`src/swx_pkg.sv`:
```
package swx_pkg;

    // quarter-phases of one instruction cycle, gray along the loop
    typedef enum logic [1:0] {
        SWX_Q1 = 2'b00, // decode
        SWX_Q2 = 2'b01, // operand read
        SWX_Q3 = 2'b11, // process
        SWX_Q4 = 2'b10  // write destination
    } swx_phase_t;

    // opcode match patterns
    localparam logic [7:0] SWX_OP_IMM = 8'h08;  // upper byte of sub_w_from_imm
    localparam logic [5:0] SWX_OP_FILE = 6'h17; // upper six bits of sub_w_from_file
    localparam int SWX_DEST_BIT = 9;            // destination select in the word
    localparam int SWX_ACC_BIT = 8;             // access select in the word

    // access bank split: low half in bank 0, high half in the top bank
    localparam logic [3:0] SWX_ACC_LO_BANK = 4'h0;
    localparam logic [3:0] SWX_ACC_HI_BANK = 4'hF;

    // status field positions
    localparam int SWX_ST_C = 0;
    localparam int SWX_ST_DC = 1;
    localparam int SWX_ST_Z = 2;
    localparam int SWX_ST_OV = 3;
    localparam int SWX_ST_N = 4;
    localparam int SWX_ST_W = 5;

    // register byte offsets on the bus
    localparam logic [7:0] SWX_OFS_W = 8'h00;
    localparam logic [7:0] SWX_OFS_STATUS = 8'h04;
    localparam logic [7:0] SWX_OFS_BSR = 8'h08;
    localparam logic [7:0] SWX_OFS_RESULT = 8'h0C;
    localparam logic [7:0] SWX_OFS_EXEC = 8'h10;

    // reset values
    localparam logic [7:0] SWX_RST_W = 8'h00;
    localparam logic [4:0] SWX_RST_STATUS = 5'h00;
    localparam logic [3:0] SWX_RST_BSR = 4'h0;

    // data memory request travelling as one bundle
    typedef struct packed {
        logic rd;          // read strobe, one cycle
        logic wr;          // write strobe, one cycle
        logic [11:0] addr; // bank and file address
        logic [7:0] wdata; // write data
    } swx_mem_req_t;

    // apb response bundle
    typedef struct packed {
        logic [31:0] prdata;
        logic pready;
        logic pslverr;
    } swx_apb_rsp_t;

endpackage

```
`src/swx_core.sv`:
```
// Our own choices: the placing of the registers and the APB interface to the registers.
`timescale 1ns/1ps
// Behaviour
// - immediate opcode computes immediate minus w
// - immediate form always writes w
// - file opcode computes file minus w
// - dest bit 0 to w, 1 to file
// - access bit 0 uses access bank
// - access bit 1 uses bank select register
// - immediate form: one word, four quarter-phases
// - file form: one word, four quarter-phases
// - update n, ov, c, dc, z only
// - carry is inverted borrow
// - n is bit 7, z all zero
module swx_core (
    // clock and reset
    input wire logic CLK_I,
    input wire logic ARST_N_I,
    // instruction from fetch unit
    input wire logic INSTR_VALID_I,
    input wire logic [15:0] INSTR_WORD_I,
    output logic INSTR_READY_O,
    output logic INSTR_DONE_O,
    // banked data memory
    output swx_pkg::swx_mem_req_t MEM_O,
    input wire logic [7:0] MEM_RDATA_I,
    // apb slave
    input wire logic PSEL_I,
    input wire logic PENABLE_I,
    input wire logic PWRITE_I,
    input wire logic [7:0] PADDR_I,
    input wire logic [31:0] PWDATA_I,
    output swx_pkg::swx_apb_rsp_t APB_O,
    // observation of core state
    output logic [7:0] W_O,
    output logic [4:0] STATUS_O
);

    ////////////////////////////////////////////////////////////////////////////////
    // state

    // all registered state in one bundle; keeping it in one struct means
    // the reset list below and the next-state copy cannot drift apart
    // unnoticed, at the price of one wide register
    typedef struct packed {
        swx_pkg::swx_phase_t phase; // quarter-phase
        logic is_file;              // file form in flight
        logic dest_file;            // result goes back to file
        logic [11:0] addr;          // resolved file address
        logic [7:0] opa;            // minuend latched at decode
        logic [7:0] res;            // difference from process phase
        logic [4:0] flg;            // flags from process phase
        logic [7:0] w;              // working register
        logic [4:0] status;         // arithmetic flags
        logic [3:0] bank_select_reg;            // bank_select_reg
        logic [7:0] last;           // last difference
        logic bad;                  // sticky unknown opcode seen
        logic [31:0] prdata;        // read data captured in setup
        logic mem_rd;               // read strobe
        logic mem_wr;               // write strobe
        logic done;                 // end-of-cycle pulse
    } swx_state_t;

    swx_state_t st_ff;  // current state
    swx_state_t nxt_st; // next state

    // subtraction results for the process phase
    // pure functions of the minuend and w; only the process phase latches
    // them, so a memory bus that changes in other phases is harmless
    logic [7:0] sub_a;   // minuend
    logic [8:0] sub_full; // 8-bit difference with no-borrow
    logic [4:0] sub_nib; // low nibble with no-borrow
    logic [4:0] sub_flags; // flags packed by field position

    // bus decode helpers
    // one decode serves both the write and the read path
    logic apb_setup;  // first cycle of a transfer
    logic apb_access; // completing cycle of a transfer
    logic [2:0] hit;  // decoded register, zero if unmapped

    ////////////////////////////////////////////////////////////////////////////////
    // functions

    // decode a byte address to a register number, 0 when unmapped
    // only whole aligned words are mapped; any other byte address,
    // including the unused bytes inside a word, counts as unmapped
    function automatic logic [2:0] reg_sel(input logic [7:0] a);
        logic [2:0] r;
        r = 3'h0;
        unique case (a)
            swx_pkg::SWX_OFS_W: r = 3'h1;
            swx_pkg::SWX_OFS_STATUS: r = 3'h2;
            swx_pkg::SWX_OFS_BSR: r = 3'h3;
            swx_pkg::SWX_OFS_RESULT: r = 3'h4;
            swx_pkg::SWX_OFS_EXEC: r = 3'h5;
            default: r = 3'h0;
        endcase
        return r;
    endfunction

    // resolve file address from access bit and bank select
    // result is {bank, file address}: sixteen banks of 256 bytes
    // the access bank reaches common registers with no bank set-up
    function automatic logic [11:0] resolve(
        input logic acc,
        input logic [7:0] f,
        input logic [3:0] bank
    );
        logic [11:0] r;
        r = 12'h000;
        if (!acc) begin
            // access bank: low half from bank 0, high half from top bank
            if (f[7]) begin
                r = {swx_pkg::SWX_ACC_HI_BANK, f};
            end else begin
                r = {swx_pkg::SWX_ACC_LO_BANK, f};
            end
        end else begin
            r = {bank, f};
        end
        return r;
    endfunction

    ////////////////////////////////////////////////////////////////////////////////
    // arithmetic

    // minuend is the immediate or the file value read in phase two
    // memory data is used straight from the pins: it is only valid in the
    // process phase, which is the only phase that latches the difference
    always_comb begin
        if (st_ff.is_file) begin
            sub_a = MEM_RDATA_I;
        end else begin
            sub_a = st_ff.opa;
        end
    end

    // two's complement: a + ~w + 1, top bit is no-borrow
    // the carry out is therefore the inverted borrow with no extra logic
    // the low nibble is summed apart to get the nibble no-borrow
    assign sub_full = {1'b0, sub_a} + {1'b0, ~st_ff.w} + 9'h001;
    assign sub_nib = {1'b0, sub_a[3:0]} + {1'b0, ~st_ff.w[3:0]} + 5'h01;

    // flags from the difference
    // packed by field position so the whole status word is written at once
    always_comb begin
        sub_flags = 5'h00;
        sub_flags[swx_pkg::SWX_ST_C] = sub_full[8];
        sub_flags[swx_pkg::SWX_ST_DC] = sub_nib[4];
        sub_flags[swx_pkg::SWX_ST_Z] = (sub_full[7:0] == 8'h00);
        // signed overflow: operand signs differ and result sign flips
        sub_flags[swx_pkg::SWX_ST_OV] = (sub_a[7] != st_ff.w[7])
            && (sub_full[7] != sub_a[7]);
        sub_flags[swx_pkg::SWX_ST_N] = sub_full[7];
    end

    ////////////////////////////////////////////////////////////////////////////////
    // bus decode

    // the slave never waits: data is captured in setup, done in access
    // a master that skipped the setup cycle would read stale data; that is
    // outside the bus protocol, so no guard is spent on it
    assign apb_setup = PSEL_I && !PENABLE_I;
    assign apb_access = PSEL_I && PENABLE_I;
    assign hit = reg_sel(PADDR_I);

    ////////////////////////////////////////////////////////////////////////////////
    // next state

    // sequencer, bus writes and bus read capture
    // strobes default low so each one lasts exactly one cycle
    always_comb begin
        nxt_st = st_ff;
        nxt_st.mem_rd = 1'b0;
        nxt_st.mem_wr = 1'b0;
        nxt_st.done = 1'b0;

        // software writes land first so the core's update wins below
        if (apb_access && PWRITE_I) begin
            unique case (hit)
                // working register
                3'h1: begin
                    nxt_st.w = PWDATA_I[7:0];
                end
                // status flags
                3'h2: begin
                    nxt_st.status = PWDATA_I[4:0];
                end
                // bank_select_reg, used by the next file form decoded
                3'h3: begin
                    nxt_st.bank_select_reg = PWDATA_I[3:0];
                end
                3'h5: begin
                    // write one to clear the sticky unknown-opcode bit
                    if (PWDATA_I[0]) begin
                        nxt_st.bad = 1'b0;
                    end
                end
                default: begin
                    // read-only or unmapped: no effect
                end
            endcase
        end

        // quarter-phase sequencer, one cycle per phase; decode holds until a known opcode is offered
        unique case (st_ff.phase)
            swx_pkg::SWX_Q1: begin
                // decode: take a word when offered
                // the opcode is checked here once; later phases only use the
                // latched form, so the word may change right after decode
                if (INSTR_VALID_I) begin
                    if (INSTR_WORD_I[15:8] == swx_pkg::SWX_OP_IMM) begin
                        nxt_st.is_file = 1'b0;
                        nxt_st.dest_file = 1'b0;
                        nxt_st.opa = INSTR_WORD_I[7:0];
                        nxt_st.phase = swx_pkg::SWX_Q2;
                    end else if (INSTR_WORD_I[15:10] == swx_pkg::SWX_OP_FILE) begin
                        nxt_st.is_file = 1'b1;
                        nxt_st.dest_file = INSTR_WORD_I[swx_pkg::SWX_DEST_BIT];
                        // bank taken at decode, so a late bank write cannot tear it
                        nxt_st.addr = resolve(INSTR_WORD_I[swx_pkg::SWX_ACC_BIT],
                            INSTR_WORD_I[7:0], st_ff.bank_select_reg);
                        nxt_st.mem_rd = 1'b1;
                        nxt_st.phase = swx_pkg::SWX_Q2;
                    end else begin
                        // not ours: refuse and flag it, stay in decode
                        nxt_st.bad = 1'b1;
                    end
                end
            end
            swx_pkg::SWX_Q2: begin
                // read phase: memory answers on the next edge
                // the immediate form has nothing to fetch and just waits
                nxt_st.phase = swx_pkg::SWX_Q3;
            end
            swx_pkg::SWX_Q3: begin
                // process: latch difference and flags
                // write strobe raised here so it lines up with phase four
                nxt_st.res = sub_full[7:0];
                nxt_st.flg = sub_flags;
                nxt_st.mem_wr = st_ff.is_file && st_ff.dest_file;
                nxt_st.phase = swx_pkg::SWX_Q4;
            end
            swx_pkg::SWX_Q4: begin
                // write destination and flags
                // w is left alone when the result goes back to the file
                if (!(st_ff.is_file && st_ff.dest_file)) begin
                    nxt_st.w = st_ff.res;
                end
                nxt_st.status = st_ff.flg;
                nxt_st.last = st_ff.res;
                nxt_st.done = 1'b1;
                nxt_st.phase = swx_pkg::SWX_Q1;
            end
        endcase

        // read data is captured in setup so the answer comes from flops
        // upper bits of every word read as zero
        if (apb_setup && !PWRITE_I) begin
            unique case (hit)
                // working register
                3'h1: begin
                    nxt_st.prdata = {24'h000000, st_ff.w};
                end
                // status flags
                3'h2: begin
                    nxt_st.prdata = {27'h0000000, st_ff.status};
                end
                // bank_select_reg
                3'h3: begin
                    nxt_st.prdata = {28'h0000000, st_ff.bank_select_reg};
                end
                // last difference, kept for software after the cycle ends
                3'h4: begin
                    nxt_st.prdata = {24'h000000, st_ff.last};
                end
                3'h5: begin
                    // bit 0 sticky unknown opcode, bit 1 busy
                    nxt_st.prdata = {30'h00000000,
                        (st_ff.phase != swx_pkg::SWX_Q1), st_ff.bad};
                end
                default: begin
                    nxt_st.prdata = 32'h00000000;
                end
            endcase
        end
    end

    ////////////////////////////////////////////////////////////////////////////////
    // registers

    // single state register, constants only under reset
    // every field is listed so none can keep an unknown after reset
    always_ff @(posedge CLK_I or negedge ARST_N_I) begin
        if (!ARST_N_I) begin
            // sequencer back to decode
            st_ff.phase <= swx_pkg::SWX_Q1;
            st_ff.is_file <= 1'b0;
            st_ff.dest_file <= 1'b0;
            st_ff.addr <= 12'h000;
            st_ff.opa <= 8'h00;
            st_ff.res <= 8'h00;
            st_ff.flg <= 5'h00;
            // software-visible registers
            st_ff.w <= swx_pkg::SWX_RST_W;
            st_ff.status <= swx_pkg::SWX_RST_STATUS;
            st_ff.bank_select_reg <= swx_pkg::SWX_RST_BSR;
            st_ff.last <= 8'h00;
            st_ff.bad <= 1'b0;
            // bus answer and strobes quiet
            st_ff.prdata <= 32'h00000000;
            st_ff.mem_rd <= 1'b0;
            st_ff.mem_wr <= 1'b0;
            st_ff.done <= 1'b0;
        end else begin
            st_ff <= nxt_st;
        end
    end

    ////////////////////////////////////////////////////////////////////////////////
    // outputs

    // ready is combinational from the phase, done comes straight from a flop
    // ready depends on a flop only, so it cannot loop back through the fetcher
    assign INSTR_READY_O = (st_ff.phase == swx_pkg::SWX_Q1);
    assign INSTR_DONE_O = st_ff.done;

    // memory request straight from flops
    // address holds from the read strobe until the next file form
    assign MEM_O.rd = st_ff.mem_rd;
    assign MEM_O.wr = st_ff.mem_wr;
    assign MEM_O.addr = st_ff.addr;
    assign MEM_O.wdata = st_ff.res;

    // zero-wait answer, error on unmapped address
    // a write to a read-only register is ignored without an error
    assign APB_O.prdata = st_ff.prdata;
    assign APB_O.pready = apb_access;
    assign APB_O.pslverr = apb_access && (hit == 3'h0);

    // observation
    // w and status as the next instruction will see them
    assign W_O = st_ff.w;
    assign STATUS_O = st_ff.status;

endmodule

```
`config.mk`:
```
export PLATFORM = sky130hd
export DESIGN_NAME = swx_core
export DESIGN_NICKNAME = d
export VERILOG_FILES = /design/src/swx_pkg.sv /design/src/swx_core.sv
export SDC_FILE = /design/constraint.sdc
export NUM_CORES = 1
export LEC_CHECK = 0
export ABC_AREA = 0
export BUFFER_PORTS_ARGS = -buffer_cell sky130_fd_sc_hd__buf_4
export CORE_MARGIN = 5
export CORE_UTILIZATION = 45
export CTS_BUF_LIST = sky130_fd_sc_hd__clkbuf_8
export DETAILED_ROUTE_END_ITERATION = 16
export HOLD_SLACK_MARGIN = 0.12
export PLACE_DENSITY = 0.76
export SLEW_MARGIN = 20
export SYNTH_ARGS = -nofsm -noshare
export SYNTH_HDL_FRONTEND = slang
export SYNTH_SLANG_ARGS = --single-unit
export TNS_END_PERCENT = 5
```
`constraint.sdc`:
```
create_clock -name CLK_I -period 2.31 [get_ports CLK_I]
set_clock_uncertainty 0.1 [all_clocks]
set_input_delay 0.231 -clock CLK_I [delete_from_list [all_inputs] [get_ports CLK_I]]
set_output_delay 0.231 -clock CLK_I [all_outputs]
set_load 0.02 [all_outputs]
```
# [Word level (Yosys, flattened, before mapping)]
# Index checks and enable logic that the tools add are counted.
[totals] n_memories=0 ramBits=0 latchBits=0 register_bits=98 romBits=0
[classes] addsub=4 order_cmp=0 mul=0 muxes=30 n_shift=0 reduce_logical=23 eq_ne=18 n_bitwise=3 div=0
[ops] operator="$pmux W8 S5" count=1
[ops] operator="$mux W12" count=3
[ops] operator="$mux W8" count=4
[ops] operator="$eq A8 B4 Y1 const B" count=3
[ops] operator="$mux W24" count=1
[ops] operator="$mux W17" count=1
[ops] operator="$logic_not A8 Y1" count=2
[ops] operator="$mux W16" count=1
[ops] operator="$pmux W3 S5" count=1
[ops] operator="$mux W1" count=13
[ops] operator="$mux W13" count=1
[ops] operator="$add A8 B8 Y9" count=1
[ops] operator="$add A9 B1 Y9 const B" count=1
[ops] operator="$eq A8 B3 Y1 const B" count=1
[ops] operator="$eq A8 B5 Y1 const B" count=1
[ops] operator="$mux W4" count=2
[ops] operator="$not A8 Y8" count=1
[ops] operator="$pmux W2 S4" count=1
[ops] operator="$reduce_bool A2 Y1" count=4
[ops] operator="$logic_and A1 B1 Y1" count=7
[ops] operator="$eq A3 B2 Y1 const B" count=2
[ops] operator="$eq A3 B3 Y1 const B" count=2
[ops] operator="$eq A6 B5 Y1 const B" count=1
[ops] operator="$reduce_and A2 Y1" count=3
[ops] operator="16 further kinds" count=20

# [Logic depth before layout (Yosys ltp)]
[depth] ltp_word=9 depth_mapped=10

# [Worst setup path after synthesis]
# Ideal clock, no wire load.
[synth_path] path_type="register to register" start="reg st_ff[95] (netlist bit)" end="reg st_ff[63] (netlist bit)" setup_slack_ns=-0.067 required_ns=2.088 n_path_buf=1 path_stages_with_launch=10 setup_time_ns=0.122 t_arrival_ns=2.155 cell_sequence="dfrtp_1 -> buf_2 -> mux2_2 -> ha_1 -> nor2b_4 -> o31ai_2 -> a21oi_2 -> xnor2_1 -> and4bb_1 -> a32o_1"
[synth_via] elab_chain_len=4
[synth_rtl] item="from (decl)" line_no="swx_core.sv:64" rtl="swx_state_t st_ff;"
[synth_rtl] item="from (signal assigned)" line_no="swx_core.sv:316" rtl="st_ff <= nxt_st;"
[synth_rtl] item="$mux W8" line_no="swx_core.sv:131" rtl="if (st_ff.is_file) begin"
[synth_rtl] item="$add A8 B8 Y9" line_no="swx_core.sv:141" rtl="assign sub_full = {1'b0, sub_a} + {1'b0, ~st_ff.w} + 9'h001;"
[synth_rtl] item="$add A9 B1 Y9" line_no="swx_core.sv:141"
[synth_rtl] item="$logic_not A8 Y1" line_no="swx_core.sv:150" rtl="sub_flags[swx_pkg::SWX_ST_Z] = (sub_full[7:0] == 8'h00);"
# No other way between the ends.
# A chain may end at the register's enable or synchronous reset.

# [Final worst setup path]
# Ends and elaborated chain as after synthesis.

==> impl_results.md <==
- Via count: 3135
- Post-route DRC: 0
- Syn Inst Count: 431
- Max H-tree Level: 3
- Placer Congestion: 0.823
- Slew Limit Fails: 0
- Worst Slack Setup Final: -7.71 ps
- Seq/Total Area, Yosys: 44.3%
- IO Count: 141
- Routed vias/inst: 4.93
- Final Power: 0.00540 W
- Fraction of registers with async set/reset: 100%
- Finished Layout Cells: 636
- Die W: 106 um
- Antenna viol nets, final: 0
- Status: finished with violations
- Detailed Routing Iterations Pass 1: 4
- # diodes: 0
- DR iter-0 viols: 158
- Number of synthesized flops with an enable pin: 0
- Largest net degree at the start of global routing: 74
- Clk root buf: clkbuf_8
- Comb power frac: 43.4%
- Starting Density: 45.5%
- Nets: 599
- Cell taking the most area after synthesis: dfrtp_1
- Final Critical Period: 2320 ps
- Endpoints failing hold: 0
- Max cap viols: 0
- Row cnt: 35
- PortBufs: 92
- Filler cells: 781
- RSZ-0062 raised after global routing: true
- Clock Latency Late Sink: 350 ps
- Max stage delay on crit path: 450 ps
- Worst Max-Slew Pin Slew: 906 ps
- P&R area growth vs syn: 24.5%
- Avg WL per Cell: 15.4 um
- VDD IR max: 0.589 mV
- Clock tree sinks: 73
- Gr ovfl total: 0
- First-pass GRT wire length: 15.8 mm
- All-layer global routing usage: 17.9%
- Commonest non-fill, non-tap cell in the layout: buf_4
- Total Die Area: 0.0112 sq mm
- Initial antenna violation count: 0
- Post-route setup TNS: -7.71 ps
- Finish-stage setup viols: 1
- Max Fclk: 431 MHz
- Yosys reg bits: 73
- Sw frac: 37.7%
- Die Span Y: 106 um
- Clock-pin slew on the worst setup and hold paths: 80 ps
- CTS buffer count: 9
- Pre-CTS setup slack: -142 ps
- Tcrit/Tclk final: 100%
- Placed inst area: 0.00463 sq mm
- Worst Hold Class: input pin to register
- Startpoint class of the critical path: register
- Clock Power Share: 21.0%
- CTS tree: done
- Dpl hpwl: 7.30 mm
- Synth top area cells: dfrtp_1 44%, buf_4 12%, nand2_1 8.7%, mux2_2 5.7%, mux2i_1 3.9%
- Worst EP arrival: 2460 ps
- CORE AREA: 0.00906 sq mm
- Post-synth top area share: 44.3%
- DRT Wirelength: 9.81 mm
- Cell area after synthesis: 0.00412 sq mm
- Clk buf depth: 2
- Critical path class: register to register
- Power density cells: 1050 mW/mm^2
- Syn_area_per_cell: 9.56 sq um
- Internal power: 0.00336 W
- Synth unique cells: 48
- Leakage power: 2.62 nW
- CP Max Fanout: 6
- Final std cell area, no fill: 0.00513 sq mm
- Commonest non-fill, non-tap cells in the layout: 116 x buf_4, 95 x nand2_1, 72 x dfrtp_1, 30 x o21ai_0, 24 x conb_1
- Rel. slew slack: 39.6%
- Top_reg_cell synth: dfrtp_1
- Total number of yosys warnings: 0
- Worst-path cell chain: mux2i_2 > inv_1 > ha_1 > nor2b_1 > o31ai_2 > buf_4 > a21oi_2 > xnor2_1 > a32o_1
- Failing checks: setup timing
- Share of cells above drive strength 1: 34.1%
- Placed cells: 596
- Vias in the first global route: 3144
- Slowest cell on crit path: dfrtp_2
- Worst Setup End Kind: register
- Switching pwr: 0.00204 W
- Part of the power in registers: 35.6%
- Req. time, crit path: 2450 ps
per-stage QoR:
| stage | util, % | hold WS (ps) |
|---|---|---|
| CTS | 56.0 | 162 |
| detailed placement | 51.1 | 327 |
| finish | 56.6 | 170 |
| global route | 56.6 | 220 |
| global placement | 51.1 | 315 |
| floorplan | - | -165 |
power by group through the flow:
stage / Combinational [W] / Sequential [W] / Clock, W
6_report: 0.00234 / 0.00192 / 0.00113
5_1_grt: 0.00256 / 0.00197 / 0.00122
4_1_cts: 0.00226 / 0.00192 / 0.00116
3_5_place_dp: 0.00221 / 0.00194 / 0
3_3_place_gp: 0.00215 / 0.00192 / 0
2_1_floorplan: 0.00164 / 0.00183 / 0
critical path, delay by kind of cell, from the launching register on:
family                     cells  cell delay (ps)
AOI/OAI and AO/OA              3              610
DFF                            1              450
adders and majority gates      1              260
muxes                          1              240
buffers and inverters          2              230
and+or+nand+nor                1              150
xor gates and xnor gates       1              150
flip-flops by register name, indices dropped and copies added, names as in the netlist:
signal        count
st_ff            29
MEM_O            22
APB_O             8
W_O               8
STATUS_O          5
INSTR_DONE_O      1
routing by layer:
metal	track usage [%]	wire [um]	up-vias
li1	-	-	1525
met1	22.6	4250	1500
met2	29.1	4650	96
met3	6.12	743	14
met4	5.09	168	0
met5	0	0	-
path summary, 6_finish.rpt:
path	from	endpoint	slack, ps	cells past startpoint
worst max-delay path	st_ff[95]	st_ff[63]	-8	9
worst min-delay path	PADDR_I[5]	st_ff[35]	170	5
worst max register to register	st_ff[95]	st_ff[63]	-8	9
worst min register to register	st_ff[39]	st_ff[39]	380	2
max in group asynchronous	ARST_N_I	st_ff[95]	1020	2
min in group asynchronous	ARST_N_I	MEM_O[16]	460	2
cells by family (layout without fill, tap and decap cells):
family          Yosys count  in the layout  share of synthesized area (%)
other cells               1             24                         0.0910
xor+xnor                  7              7                           1.49
compound gates           67             67                           9.75
mux                      39             39                           10.7
flops                    73             73                           44.3
fa+ha+maj                 9              9                           2.91
buf+inv                  94            165                           15.2
simple gates            141            141                           15.5
synth_stat cells (2+ instances only):
| cell type | number |
|---|---|
| nand2_1 | 95 |
| dfrtp_1 | 73 |
| buf_4 | 68 |
| o21ai_0 | 31 |
| mux2_2 | 21 |
| mux2i_1 | 16 |
| nor2_1 | 14 |
| a21oi_1 | 13 |
| inv_1 | 10 |
| buf_2 | 8 |
| ha_1 | 8 |
| o31ai_1 | 7 |
| a22oi_1 | 5 |
| clkbuf_1 | 5 |
| xnor2_1 | 5 |
| nor2b_1 | 4 |
| nand2b_1 | 3 |
| nand3_1 | 3 |
| nor2_2 | 3 |
| nor3b_1 | 3 |
| o21a_1 | 3 |
| and2_1 | 2 |
| mux4_2 | 2 |
| nand3b_2 | 2 |
| nor3_1 | 2 |
| o22ai_1 | 2 |
| xor2_1 | 2 |
final cells by class:
cell class                 count  area, sq um  area share (%)
inverter                      12         45.0           0.878
timing repair buffer         137         1080            21.1
clock inverter                 6         91.3            1.78
sequential                    73         1830            35.6
clock buffer                  10          138            2.68
multi-input combinational    287         1810            35.3
tap                          111          139            2.71
repair_timing:
action                     4_1_cts  5_1_grt
hold buffers                    21        0
setup buffers                    0        3
setup endpoints to repair        5        5
pin swaps                        0        8
hold endpoints to repair       110        0
resized for setup                2       10
(Power assumes the default switching activity.)
